### src/logic/alss_consts.svh
// Register offsets, field positions, clock rate and timing counts
`ifndef ALSS_CONSTS_SVH
`define ALSS_CONSTS_SVH
`define ALSS_CLK_MHZ 10
`define ALSS_SRST_WAIT_NS 1000
`define ALSS_SRST_CYCLES ((`ALSS_SRST_WAIT_NS * `ALSS_CLK_MHZ + 999) / 1000)
`define ALSS_OFS_CTRL 12'h000
`define ALSS_OFS_LINK 12'h004
`define ALSS_OFS_CAL 12'h008
`define ALSS_OFS_STAT 12'h00C
`define ALSS_CTRL_SRST 0
`define ALSS_CTRL_LINK_EN 1
`define ALSS_CTRL_CAL_EN 2
`define ALSS_CTRL_OVERRANGE_ENABLE 3
`define ALSS_CTRL_TRIG 4
`define ALSS_CTRL_DUAL 5
`define ALSS_LINK_FMT_LSB 0
`define ALSS_LINK_KM1_LSB 8
`define ALSS_LINK_SYNC_SEL 16
`define ALSS_CAL_BG 0
`define ALSS_CAL_OFS 1
`define ALSS_CAL_TIME 8'h40
`endif

### src/logic/alss_pkg.sv
// Types for the link startup sequencer
package alss_pkg;
    typedef enum logic [1:0] {
        LINK_HALT,
        LINK_WAIT_SYNC,
        LINK_UP
    } alss_link_type;
    typedef enum logic [1:0] {
        CAL_HALT,
        CAL_IDLE,
        CAL_RUN
    } alss_cal_type;
endpackage

### src/logic/alss_sequencer.sv
// Link and calibration startup sequencer with APB register port
`timescale 1ns/1ns
`include "alss_consts.svh"
// Summary of operation
// - Link enable at zero halts the link machine so settings can change.
// - Calibration enable at zero halts the calibration machine.
// - Sync source chooses single-ended sync input or timestamp inputs.
// - Calibration enable at one restarts the calibration machine.
// - Link enable at one restarts the link machine.
// - The restarted link follows the receiver's SYNC request.
// - A zero-to-one change of the trigger bit starts a calibration while the calibration machine is idle.
// - Single-channel mode uses dual-edge sampling at the same clock.
module alss_sequencer
    import alss_pkg::*;
(
    // Clock and reset
    input wire logic ref_clk,
    input wire logic sys_rst,
    // APB slave
    input wire logic psel,
    input wire logic penable,
    input wire logic pwrite,
    input wire logic [11:0] paddr,
    input wire logic [31:0] pwdata,
    output logic [31:0] prdata,
    output logic pready,
    output logic pslverr,
    // Sync request inputs, active low
    input wire logic single_ended_sync_input_n,
    input wire logic timestamp_sync_n,
    // Device state towards the core
    output logic link_running,
    output logic link_data_valid,
    output logic cal_busy,
    output logic dual_edge_sampling,
    output logic overrange_enable,
    output logic soft_reset_active
);
    localparam logic [7:0] SRST_CYC = 8'(`ALSS_SRST_CYCLES);

    logic [31:0] ctrl_ff, nxt_ctrl;
    logic [31:0] link_ff, nxt_link;
    logic [1:0] cal_opt_ff, nxt_cal_opt;
    logic [7:0] srst_cnt_ff, nxt_srst_cnt;
    logic [7:0] cal_cnt_ff, nxt_cal_cnt;
    logic trig_q_ff, nxt_trig_q;
    logic cal_done_ff, nxt_cal_done;
    logic [31:0] prdata_ff, nxt_prdata;
    alss_link_type link_st_ff, nxt_link_st;
    alss_cal_type cal_st_ff, nxt_cal_st;

    logic acc, wr, rd, hit, sync_req_n;
    logic serial_link_enable, calibration_enable, calibration_trigger_bit;

    assign acc = psel && penable;
    assign wr = acc && pwrite;
    // Read data loads in setup, so it already stands in the access cycle
    assign rd = psel && !penable && !pwrite;
    assign hit = (paddr == `ALSS_OFS_CTRL) || (paddr == `ALSS_OFS_LINK) ||
                 (paddr == `ALSS_OFS_CAL) || (paddr == `ALSS_OFS_STAT);
    // Zero-wait slave; a write is taken on the access edge
    assign pready = acc;
    assign pslverr = acc && !hit;
    assign prdata = prdata_ff;

    assign serial_link_enable = ctrl_ff[`ALSS_CTRL_LINK_EN];
    assign calibration_enable = ctrl_ff[`ALSS_CTRL_CAL_EN];
    assign calibration_trigger_bit = ctrl_ff[`ALSS_CTRL_TRIG];
    // Sync source mux: 0 single-ended pin, 1 timestamp pair
    assign sync_req_n = link_ff[`ALSS_LINK_SYNC_SEL] ? timestamp_sync_n
                                                     : single_ended_sync_input_n;
    // Single channel when dual bit is clear: sample on both edges
    assign dual_edge_sampling = !ctrl_ff[`ALSS_CTRL_DUAL];
    assign overrange_enable = ctrl_ff[`ALSS_CTRL_OVERRANGE_ENABLE];
    assign soft_reset_active = (srst_cnt_ff != 8'h00);
    assign link_running = (link_st_ff != LINK_HALT);
    assign link_data_valid = (link_st_ff == LINK_UP);
    assign cal_busy = (cal_st_ff == CAL_RUN);

    // Register file and soft reset timer
    always_comb begin
        nxt_ctrl = ctrl_ff;
        nxt_link = link_ff;
        nxt_cal_opt = cal_opt_ff;
        nxt_srst_cnt = srst_cnt_ff;
        nxt_prdata = prdata_ff;
        if (srst_cnt_ff != 8'h00) begin
            nxt_srst_cnt = srst_cnt_ff - 8'h01;
        end
        if (wr && paddr == `ALSS_OFS_CTRL) begin
            nxt_ctrl = {26'h0, pwdata[5:1], 1'b0};
            // Software reset returns settings to defaults, then waits
            if (pwdata[`ALSS_CTRL_SRST]) begin
                nxt_ctrl = 32'h0000_0006;
                nxt_link = 32'h0;
                nxt_cal_opt = 2'h0;
                nxt_srst_cnt = SRST_CYC;
            end
        end
        if (wr && paddr == `ALSS_OFS_LINK) begin
            nxt_link = {15'h0, pwdata[16:8], 3'h0, pwdata[4:0]};
        end
        if (wr && paddr == `ALSS_OFS_CAL) begin
            nxt_cal_opt = pwdata[1:0];
        end
        if (rd) begin
            unique case (paddr)
                `ALSS_OFS_CTRL: nxt_prdata = ctrl_ff;
                `ALSS_OFS_LINK: nxt_prdata = link_ff;
                `ALSS_OFS_CAL: nxt_prdata = {30'h0, cal_opt_ff};
                `ALSS_OFS_STAT: nxt_prdata = {26'h0, cal_done_ff,
                    soft_reset_active, cal_busy, link_data_valid,
                    link_running, sync_req_n};
                default: nxt_prdata = 32'h0;
            endcase
        end
    end

    always_ff @(posedge ref_clk or posedge sys_rst) begin
        if (sys_rst) begin
            ctrl_ff <= 32'h0000_0006;
            link_ff <= 32'h0;
            cal_opt_ff <= 2'h0;
            srst_cnt_ff <= 8'h00;
            prdata_ff <= 32'h0;
        end else begin
            ctrl_ff <= nxt_ctrl;
            link_ff <= nxt_link;
            cal_opt_ff <= nxt_cal_opt;
            srst_cnt_ff <= nxt_srst_cnt;
            prdata_ff <= nxt_prdata;
        end
    end

    // Link state machine
    always_comb begin
        nxt_link_st = link_st_ff;
        unique case (link_st_ff)
            LINK_HALT: if (serial_link_enable) begin
                nxt_link_st = LINK_WAIT_SYNC;
            end
            LINK_WAIT_SYNC: if (!sync_req_n) begin
                nxt_link_st = LINK_UP;
            end
            LINK_UP: if (sync_req_n) begin
                nxt_link_st = LINK_WAIT_SYNC;
            end
        endcase
        if (!serial_link_enable) begin
            nxt_link_st = LINK_HALT;
        end
    end

    always_ff @(posedge ref_clk or posedge sys_rst) begin
        if (sys_rst) begin
            link_st_ff <= LINK_HALT;
        end else begin
            link_st_ff <= nxt_link_st;
        end
    end

    // Calibration state machine; trigger edge is seen while idle only
    always_comb begin
        nxt_cal_st = cal_st_ff;
        nxt_cal_cnt = cal_cnt_ff;
        nxt_trig_q = calibration_trigger_bit;
        nxt_cal_done = cal_done_ff;
        unique case (cal_st_ff)
            CAL_HALT: if (calibration_enable) begin
                nxt_cal_st = CAL_IDLE;
            end
            CAL_IDLE: if (calibration_trigger_bit && !trig_q_ff) begin
                nxt_cal_st = CAL_RUN;
                nxt_cal_cnt = `ALSS_CAL_TIME;
                nxt_cal_done = 1'b0;
            end
            CAL_RUN: begin
                nxt_cal_cnt = cal_cnt_ff - 8'h01;
                if (cal_cnt_ff == 8'h01) begin
                    nxt_cal_st = CAL_IDLE;
                    nxt_cal_done = 1'b1;
                end
            end
        endcase
        if (!calibration_enable) begin
            nxt_cal_st = CAL_HALT;
            nxt_cal_cnt = 8'h00;
        end
    end

    always_ff @(posedge ref_clk or posedge sys_rst) begin
        if (sys_rst) begin
            cal_st_ff <= CAL_HALT;
            cal_cnt_ff <= 8'h00;
            trig_q_ff <= 1'b0;
            cal_done_ff <= 1'b0;
        end else begin
            cal_st_ff <= nxt_cal_st;
            cal_cnt_ff <= nxt_cal_cnt;
            trig_q_ff <= nxt_trig_q;
            cal_done_ff <= nxt_cal_done;
        end
    end

    link_halt_a: assert property (@(posedge ref_clk) disable iff (sys_rst)
        !serial_link_enable |=> !link_running)
        else $error("link not halted");
    cal_halt_a: assert property (@(posedge ref_clk) disable iff (sys_rst)
        !calibration_enable |=> !cal_busy)
        else $error("calibration not halted");
    link_restart_a: assert property (@(posedge ref_clk) disable iff (sys_rst)
        $rose(serial_link_enable) |=> link_running && !link_data_valid)
        else $error("link did not restart");
    cal_restart_a: assert property (@(posedge ref_clk) disable iff (sys_rst)
        (cal_st_ff == CAL_HALT && calibration_enable) |=>
        cal_st_ff == CAL_IDLE)
        else $error("calibration did not restart");
    sync_follow_a: assert property (@(posedge ref_clk) disable iff (sys_rst)
        (link_running && serial_link_enable && !sync_req_n) |=>
        link_data_valid || !serial_link_enable)
        else $error("link ignored sync");
    sync_src_a: assert property (@(posedge ref_clk) disable iff (sys_rst)
        link_ff[`ALSS_LINK_SYNC_SEL] |-> sync_req_n == timestamp_sync_n)
        else $error("wrong sync source");
    trig_start_a: assert property (@(posedge ref_clk) disable iff (sys_rst)
        (cal_st_ff == CAL_IDLE && calibration_enable &&
        $rose(calibration_trigger_bit)) |=> cal_busy ##64 !cal_busy)
        else $error("trigger edge missed");
    srst_wait_a: assert property (@(posedge ref_clk) disable iff (sys_rst)
        $rose(soft_reset_active) |-> soft_reset_active [*8])
        else $error("soft reset wait short");
    des_mode_a: assert property (@(posedge ref_clk) disable iff (sys_rst)
        dual_edge_sampling == !ctrl_ff[`ALSS_CTRL_DUAL])
        else $error("sampling mode wrong");

    // Link follows the receiver in both directions
    link_drop_a: assert property (@(posedge ref_clk) disable iff (sys_rst)
        (link_st_ff == LINK_UP && serial_link_enable && sync_req_n) |=>
        !link_data_valid)
        else $error("link stayed up without sync");
    sync_sel0_a: assert property (@(posedge ref_clk) disable iff (sys_rst)
        !link_ff[`ALSS_LINK_SYNC_SEL] |->
        sync_req_n == single_ended_sync_input_n)
        else $error("wrong sync source");

    // Calibration run, abort and edge detection
    cal_abort_a: assert property (@(posedge ref_clk) disable iff (sys_rst)
        (cal_busy && !calibration_enable) |=> cal_st_ff == CAL_HALT)
        else $error("calibration not aborted");
    cal_done_a: assert property (@(posedge ref_clk) disable iff (sys_rst)
        (cal_busy && cal_cnt_ff == 8'h01 && calibration_enable) |=>
        !cal_busy && cal_done_ff)
        else $error("calibration did not finish");
    trig_level_a: assert property (@(posedge ref_clk) disable iff (sys_rst)
        (cal_st_ff == CAL_IDLE && calibration_enable &&
        calibration_trigger_bit && $past(calibration_trigger_bit)) |=>
        !cal_busy)
        else $error("calibration started without edge");
    cal_idle_hold_a: assert property (@(posedge ref_clk) disable iff (sys_rst)
        (cal_st_ff == CAL_IDLE && calibration_enable &&
        !(calibration_trigger_bit && !trig_q_ff)) |=>
        cal_st_ff == CAL_IDLE)
        else $error("calibration left idle");

    // Soft reset restores defaults and times its wait
    srst_defaults_a: assert property (@(posedge ref_clk) disable iff (sys_rst)
        (wr && paddr == `ALSS_OFS_CTRL && pwdata[`ALSS_CTRL_SRST]) |=>
        ctrl_ff == 32'h0000_0006 && link_ff == 32'h0 &&
        soft_reset_active)
        else $error("soft reset defaults wrong");
    srst_end_a: assert property (@(posedge ref_clk) disable iff (sys_rst)
        (srst_cnt_ff == 8'h01 &&
        !(wr && paddr == `ALSS_OFS_CTRL && pwdata[`ALSS_CTRL_SRST])) |=>
        !soft_reset_active)
        else $error("soft reset wait long");

    // Register port behaviour
    ovr_follow_a: assert property (@(posedge ref_clk) disable iff (sys_rst)
        (wr && paddr == `ALSS_OFS_CTRL && !pwdata[`ALSS_CTRL_SRST]) |=>
        overrange_enable == $past(pwdata[`ALSS_CTRL_OVERRANGE_ENABLE]))
        else $error("overrange enable wrong");
    link_cfg_a: assert property (@(posedge ref_clk) disable iff (sys_rst)
        (wr && paddr == `ALSS_OFS_LINK) |=>
        link_ff[4:0] == $past(pwdata[4:0]))
        else $error("link format not stored");
    km1_cfg_a: assert property (@(posedge ref_clk) disable iff (sys_rst)
        (wr && paddr == `ALSS_OFS_LINK) |=>
        link_ff[16:8] == $past(pwdata[16:8]))
        else $error("frame length not stored");
    unmapped_wr_a: assert property (@(posedge ref_clk) disable iff (sys_rst)
        (wr && !hit) |=> ctrl_ff == $past(ctrl_ff) &&
        link_ff == $past(link_ff))
        else $error("unmapped write took effect");
    rd_stable_a: assert property (@(posedge ref_clk) disable iff (sys_rst)
        !rd |=> $stable(prdata))
        else $error("read data changed");
    err_flag_a: assert property (@(posedge ref_clk) disable iff (sys_rst)
        (acc && hit) |-> !pslverr)
        else $error("error on mapped address");
endmodule // alss_sequencer

### config.mk
export PLATFORM = sky130hd
export DESIGN_NAME = alss_sequencer
export DESIGN_NICKNAME = d
export VERILOG_FILES = /design/src/logic/alss_pkg.sv /design/src/logic/alss_sequencer.sv
export VERILOG_INCLUDE_DIRS = /design/src /design/src/logic
export SDC_FILE = /design/constraint.sdc
export NUM_CORES = 1
export LEC_CHECK = 0
export ABC_AREA = 1
export BUFFER_PORTS_ARGS = -buffer_cell sky130_fd_sc_hd__clkbuf_2
export CORE_MARGIN = 4
export CORE_UTILIZATION = 58
export CTS_BUF_LIST = sky130_fd_sc_hd__clkbuf_2 sky130_fd_sc_hd__clkbuf_4 sky130_fd_sc_hd__clkbuf_8
export CTS_CLUSTER_SIZE = 16
export DETAILED_ROUTE_END_ITERATION = 12
export PLACE_DENSITY = 0.95
export SLEW_MARGIN = 20
export SYNTH_ARGS = -nofsm -noshare
export SYNTH_HDL_FRONTEND = slang
export SYNTH_SLANG_ARGS = --single-unit
### constraint.sdc
create_clock -name ref_clk -period 2.8 [get_ports ref_clk]
set_input_delay 0.14 -clock ref_clk [delete_from_list [all_inputs] [get_ports ref_clk]]
set_output_delay 0.14 -clock ref_clk [all_outputs]
set_load 0.005 [all_outputs]
==> results of run 1 <==
-- per-layer routing --
layer	GRT usage (%)	part of all wire [%]	vias to the layer above
met5	0	0	-
met4	12.8	2.6	0
met3	4.32	6.5	18
met2	36.8	49	89
met1	27.7	42	1236
li1	-	-	1284
-- per-stage QoR --
step,utilization [%],total power (uW),hold slack [ns]
floorplan,-,1200,0.257
global placement,65.3,1260,0.143
detailed placement,65.3,1280,0.144
CTS,69.3,1970,0.000508
global route,69.3,2050,0.00329
finish,69.3,1960,0.00538
-- repair_timing --
item,CTS,global route
endpoints found under the setup margin,0,0
buffers inserted,0,0
hold buffers,3,0
hold endpoints to repair,21,0
-- area by class of cell --
| cell class | count | share of cell area [%] |
|---|---|---|
| Inverter | 37 | 3.93 |
| Timing Repair Buffer | 60 | 8.98 |
| Clock buffer | 12 | 4.49 |
| Clock inverter | 3 | 0.424 |
| Tap cell | 70 | 2.48 |
| Multi-Input combinational cell | 274 | 38.6 |
| Sequential cell | 58 | 41.1 |
-- worst paths after layout --
path,end,start,slack (ns),depth (start not counted)
max reg2reg,cal_cnt_ff[3]$_DFFE_PP0P_,cal_st_ff[1]$_DFFE_PP0P_,1.06,10
max in group asynchronous,ctrl_ff[1]$_DFFE_PP1P_,sys_rst,1.62,4
min,link_ff[12]$_DFFE_PP0P_,pwdata[12],0.005,3
min in group asynchronous,cal_cnt_ff[3]$_DFFE_PP0P_,sys_rst,0.33,3
max,cal_cnt_ff[3]$_DFFE_PP0P_,cal_st_ff[1]$_DFFE_PP0P_,1.06,10
min reg2reg,trig_q_ff$_DFF_PP0_,ctrl_ff[4]$_DFFE_PP0P_,0.44,0
-- cell usage after synthesis (4+ instances only) --
master / number / area share (%)
nor3_1: 6 / 0.98
o21ai_0: 24 / 3.9
nor2_4: 4 / 1.5
a21oi_1: 6 / 0.98
ha_1: 6 / 2.4
buf_4: 18 / 4.4
inv_1: 36 / 4.4
dfrtp_1: 56 / 46
nand2_2: 4 / 0.82
xor2_1: 4 / 1.1
nand3_1: 33 / 5.4
nand2_1: 122 / 15
nor2_1: 23 / 2.8
-- worst min-delay path: cells and delay by family --
family	cells	cell delay, ns
buf+inv	1	0.08
simple gates	2	0.09
-- where the power goes --
part	total, uW	switching [uW]	internal, uW
combinational	317	188	129
sequential	954	51.2	903
clock	690	321	369
-- cell families after synthesis --
family                   count (synthesis)  synth area share (%)
flip-flops                              58                  47.4
adder cells (fa/ha/maj)                  6                  2.45
buffers and inverters                   60                  10.1
XOR/XNOR                                 6                  1.71
AO/OA/AOI/OAI                           35                  6.12
other                                    1                 0.122
multiplexers                             1                 0.367
AND/OR/NAND/NOR                        209                  31.8
-- flip-flops by register name (all words and copies together) (netlist names) --
signal and cells:
ctrl_ff 5, trig_q_ff 1, link_ff 14, cal_cnt_ff 8, cal_opt_ff 2, cal_st_ff 2
link_st_ff 2, srst_cnt_ff 8, cal_done_ff 1, prdata 15
==> impl_metrics.py, run 1 <==
metrics = {
    "yosys": {
        "synth.avg_cell_area_um2": 8.16,
        "synth_edf_count": 0,
        "synth.distinct_cells": 34,
        "synthArstFlopShare_pct": 100,
        "synthFlopType": "dfrtp_1",
        "synthCells": 376,
        "syn_area_mm2": 0.00307,
        "synth.yosys.seq_area_share_pct": 47.4,
        "yosysWarnings": 0,
        "synth_seq_cells": 58,
    },
    "floorplan": {
        "die_area_mm2": 0.00652,
        "num_io_pins": 91,
        "start_util_pct": 60.1,
        "dieHeight_um": 80.7,
        "core-area_mm2": 0.00511,
        "rows": 26,
        "fp.dieW_um": 80.7,
    },
    "critical_path": {
        "path_cells": "inv_1, ha_1, inv_1, a21oi_1, nand2_1, nand2_4, inv_2, nand2_1, o21ai_0, a21oi_1",
        "path_buf_inv": 3,
        "cp_slowest_stage_delay_ns": 0.39,
        "worst_setup_path_end_kind": "flip-flop",
        "crit_path_top_delay_cell": "dfrtp_1",
        "path_delay_family": "compound AO/OA/AOI/OAI gates",
        "cp.arrival_ns": 2.01,
        "cp.required_ns": 3.07,
        "start_kind": "flip-flop",
        "crit_type": "flip-flop to flip-flop",
        "crit_path_max_fanout": 6,
    },
    "route": {
        "wl_per_cell_um": 13.0,
        "drc_errors": 0,
        "ant_nets": 0,
        "drt_iter0_drc": 192,
        "drt_pre_antenna_iters": 5,
        "via_count": 2627,
        "vias_per_cell": 5.11,
        "routed_wl_um": 6680,
    },
    "cts": {
        "cts_buffers": 9,
        "postCtsResizedCells": 0,
        "cts.reportedPaths.clkPinSlew_ns": 0.06,
        "cts_buffer_depth": 2,
        "cts_tree": "built",
        "cts_max_level": 3,
        "cts_sinks": 58,
        "cts_root_buffer": "clkbuf_8",
        "worstSkewPairLatency_ns": 0.34,
    },
    "timing": {
        "final_hold_viol_count": 0,
        "worstMarginPinSlew_ns": 0.518,
        "slew_headroom_pct": 65.4,
        "rsz0062_at_grt": "false",
        "layout_setup_ws_ns": 1.06,
        "drv_slew": 0,
        "setup_viol_count_final": 0,
        "min_period_ns": 1.74,
        "finClkSkew_ns": 0.00481,
        "max_freq_mhz": 576,
        "finalCritPeriodShare_pct": 62.0,
        "tns_ns": 0,
    },
    "place": {
        "dp_cells": 496,
        "place_area_mm2": 0.00333,
        "hpwl_um": 4840,
        "numPortBuffers": 56,
        "pre_cts_slack_ns": 1.09,
        "gp_congestion": 0.894,
    },
    "job": {
        "drv_cap": 0,
    },
    "cells_and_area": {
        "n_antenna_cell": 0,
        "ff_latch_area_mm2": 0.00145,
        "multi_input_area_mm2": 0.00137,
        "drive_above_1_share_pct": 21.6,
        "final_cell_area_mm2": 0.00354,
        "layout_commonest_cell": "nand2_1",
        "syn2layout_area_growth_pct": 15.2,
        "finalNetCount": 497,
        "fillerInstances": 395,
        "mostFrequentLayoutCells": "nand2_1 (122), dfrtp_1 (56), clkbuf_2 (56)",
        "instances_no_fill": 514,
    },
    "outcome": {
        "status": "complete, no violations",
    },
    "global_routing": {
        "antenna_found_initial": 0,
        "grt_start_max_net_pins": 39,
        "grt_pass1_vias": 2569,
        "grt_pass1_wl_um": 11100,
        "grt_overflow_total": 0,
        "grt_util_all_layers_pct": 22.4,
    },
    "hold_path": {
        "min_path_type": "primary input to flip-flop",
    },
    "power": {
        "peakVddDrop_uv": 326,
        "power_leakage_uw": 0.00199,
        "p_per_area_mw_per_mm2": 554,
    },
}
No activity file was read; power rests on OpenSTA's default activity.
==> run 2: changes to the inputs <==
--- a/config.mk
+++ b/config.mk
@@ -9,11 +9,11 @@
 export ABC_AREA = 1
 export BUFFER_PORTS_ARGS = -buffer_cell sky130_fd_sc_hd__clkbuf_2
 export CORE_MARGIN = 4
-export CORE_UTILIZATION = 58
+export CORE_UTILIZATION = 54
 export CTS_BUF_LIST = sky130_fd_sc_hd__clkbuf_2 sky130_fd_sc_hd__clkbuf_4 sky130_fd_sc_hd__clkbuf_8
 export CTS_CLUSTER_SIZE = 16
 export DETAILED_ROUTE_END_ITERATION = 12
-export PLACE_DENSITY = 0.95
+export PLACE_DENSITY = 0.9
 export SLEW_MARGIN = 20
 export SYNTH_ARGS = -nofsm -noshare
 export SYNTH_HDL_FRONTEND = slang
==> constraint.sdc (replaced) <==
create_clock -name ref_clk -period 1.8 [get_ports ref_clk]
set_input_delay 0.09 -clock ref_clk [delete_from_list [all_inputs] [get_ports ref_clk]]
set_output_delay 0.09 -clock ref_clk [all_outputs]
set_load 0.005 [all_outputs]
==> impl_metrics.py, run 2 (synthesized netlist as in run 1, its figures left out) <==
metrics = {
    "outcome": {
        "status": "complete, no violations",
    },
    "timing": {
        "tns_ns": 0,
        "worstMarginPinSlew_ns": 0.536,
        "max_freq_mhz": 629,
        "setup_viol_count_final": 0,
        "finalCritPeriodShare_pct": 88.3,
        "hold_ws_ns": 0.0619,
        "rsz0062_at_grt": "false",
        "final_hold_viol_count": 0,
        "min_period_ns": 1.59,
        "slew_headroom_pct": 64.1,
        "drv_slew": 0,
        "finClkSkew_ns": 0.00208,
    },
    "route": {
        "drc_errors": 0,
        "routed_wl_um": 7060,
        "ant_nets": 0,
        "wl_per_cell_um": 13.3,
        "drt_pre_antenna_iters": 4,
        "vias_per_cell": 5.12,
        "via_count": 2717,
        "drt_iter0_drc": 176,
    },
    "critical_path": {
        "r2r_end": "cal_cnt_ff[2]$_DFFE_PP0P_",
        "crit_start": "cal_st_ff[0]$_DFFE_PP0P_",
        "cp.arrival_ns": 1.85,
        "crit_type": "flip-flop to flip-flop",
        "r2r_cells": 9,
        "cp.required_ns": 2.06,
        "start_kind": "flip-flop",
        "worst_setup_path_end_kind": "flip-flop",
        "crit_path_max_fanout": 6,
        "rrSetupSlack_ns": 0.21,
        "timing.rr.start": "cal_st_ff[0]$_DFFE_PP0P_",
        "crit_path_end": "cal_cnt_ff[2]$_DFFE_PP0P_",
    },
    "cells_and_area": {
        "largest_reg_flops": 15,
        "drive_above_1_share_pct": 21.8,
        "mostFrequentLayoutCells": "nand2_1 (122), dfrtp_1 (56), clkbuf_2 (56)",
        "utilization_pct": 67.6,
        "syn2layout_area_growth_pct": 21.2,
        "layout_commonest_cell": "nand2_1",
        "finalNetCount": 511,
        "n_antenna_cell": 0,
    },
    "cts": {
        "cts_buffer_depth": 2,
        "cts_tree": "built",
        "cts_buffers": 9,
        "cts_max_level": 3,
        "cts.reportedPaths.clkPinSlew_ns": 0.06,
        "worstSkewPairLatency_ns": 0.34,
        "cts_sinks": 58,
        "cts_root_buffer": "clkbuf_8",
    },
    "job": {
        "drv_cap": 0,
    },
    "global_routing": {
        "grt_overflow_total": 0,
        "grt_start_max_net_pins": 59,
        "grt_pass1_vias": 2686,
        "grt_util_all_layers_pct": 21.3,
        "grt_pass1_wl_um": 11900,
        "antenna_found_initial": 0,
    },
    "power": {
        "p_per_area_mw_per_mm2": 867,
        "power_leakage_uw": 0.00207,
        "peakVddDrop_uv": 649,
    },
    "place": {
        "gp_congestion": 0.851,
        "hpwl_um": 4910,
        "numPortBuffers": 56,
    },
    "floorplan": {
        "rows": 27,
        "core-area_mm2": 0.00551,
        "num_io_pins": 91,
        "dieHeight_um": 83.4,
        "start_util_pct": 55.7,
        "die_area_mm2": 0.00695,
        "fp.dieW_um": 83.4,
    },
    "hold_path": {
        "min_path_type": "primary input to flip-flop",
        "min_path_cells": 3,
    },
}
run 2: how the worst min path moves through the flow:
stage                                end       start  slack (ns)
2_1_floorplan    link_ff[10]$_DFFE_PP0P_  pwdata[10]        0.21
3_3_place_gp   cal_cnt_ff[5]$_DFFE_PP0P_     sys_rst        0.15
3_5_place_dp   cal_cnt_ff[6]$_DFFE_PP0P_     sys_rst        0.16
4_1_cts        cal_opt_ff[0]$_DFFE_PP0P_   pwdata[0]        0.04
5_1_grt           link_ff[0]$_DFFE_PP0P_   pwdata[0]        0.05
6_report       cal_opt_ff[0]$_DFFE_PP0P_   pwdata[0]        0.06
run 2: stage by stage:
stage	std cells	total power, uW	setup slack (ns)	cell area [um2]
after floorplan	392	1870	0.285	3130
after global placement	500	1960	0.280	3360
after detailed placement	500	2000	0.195	3360
after CTS	531	3240	0.185	3720
after global routing	531	3400	0.0428	3720
final	531	3220	0.211	3720
run 2: repair_timing:
action                     CTS  global route
resized for setup            0             1
hold endpoints to repair    71             0
hold buffers                15             0
setup endpoints to repair    0             1
buffers inserted             0             0
run 2: per-layer routing:
layer	wire length, um	global-route usage, %
met3	425	5.85
met2	3560	35.9
met5	0	0
met4	192	11.4
met1	2880	24.6
run 2: power breakdown:
group	leakage, uW	internal, uW	switching [uW]
combinational	0.00118	222	304
clock	0.000105	706	516
sequential	0.000778	1400	72.8
total	0.00207	2330	892
run 2: final cells by class:
cell class,count,area [um2]
fillers,447,1790
flip-flops and latches,58,1450
multi-input cells,274,1370
repair buffers,74,465
clock buffers,11,151
inverters,37,139
well taps,72,90.1
clock inverters,5,52.6
run 2: worst max-delay path: stages (launching register included):
cell and delay [ns]:
dfrtp_1 0.40, ha_1 0.23, inv_1 0.08, nand2_1 0.05, or2_1 0.26, nand2_4 0.11, inv_2 0.06, nand2_1 0.11
nand2_1 0.07, a21oi_1 0.14
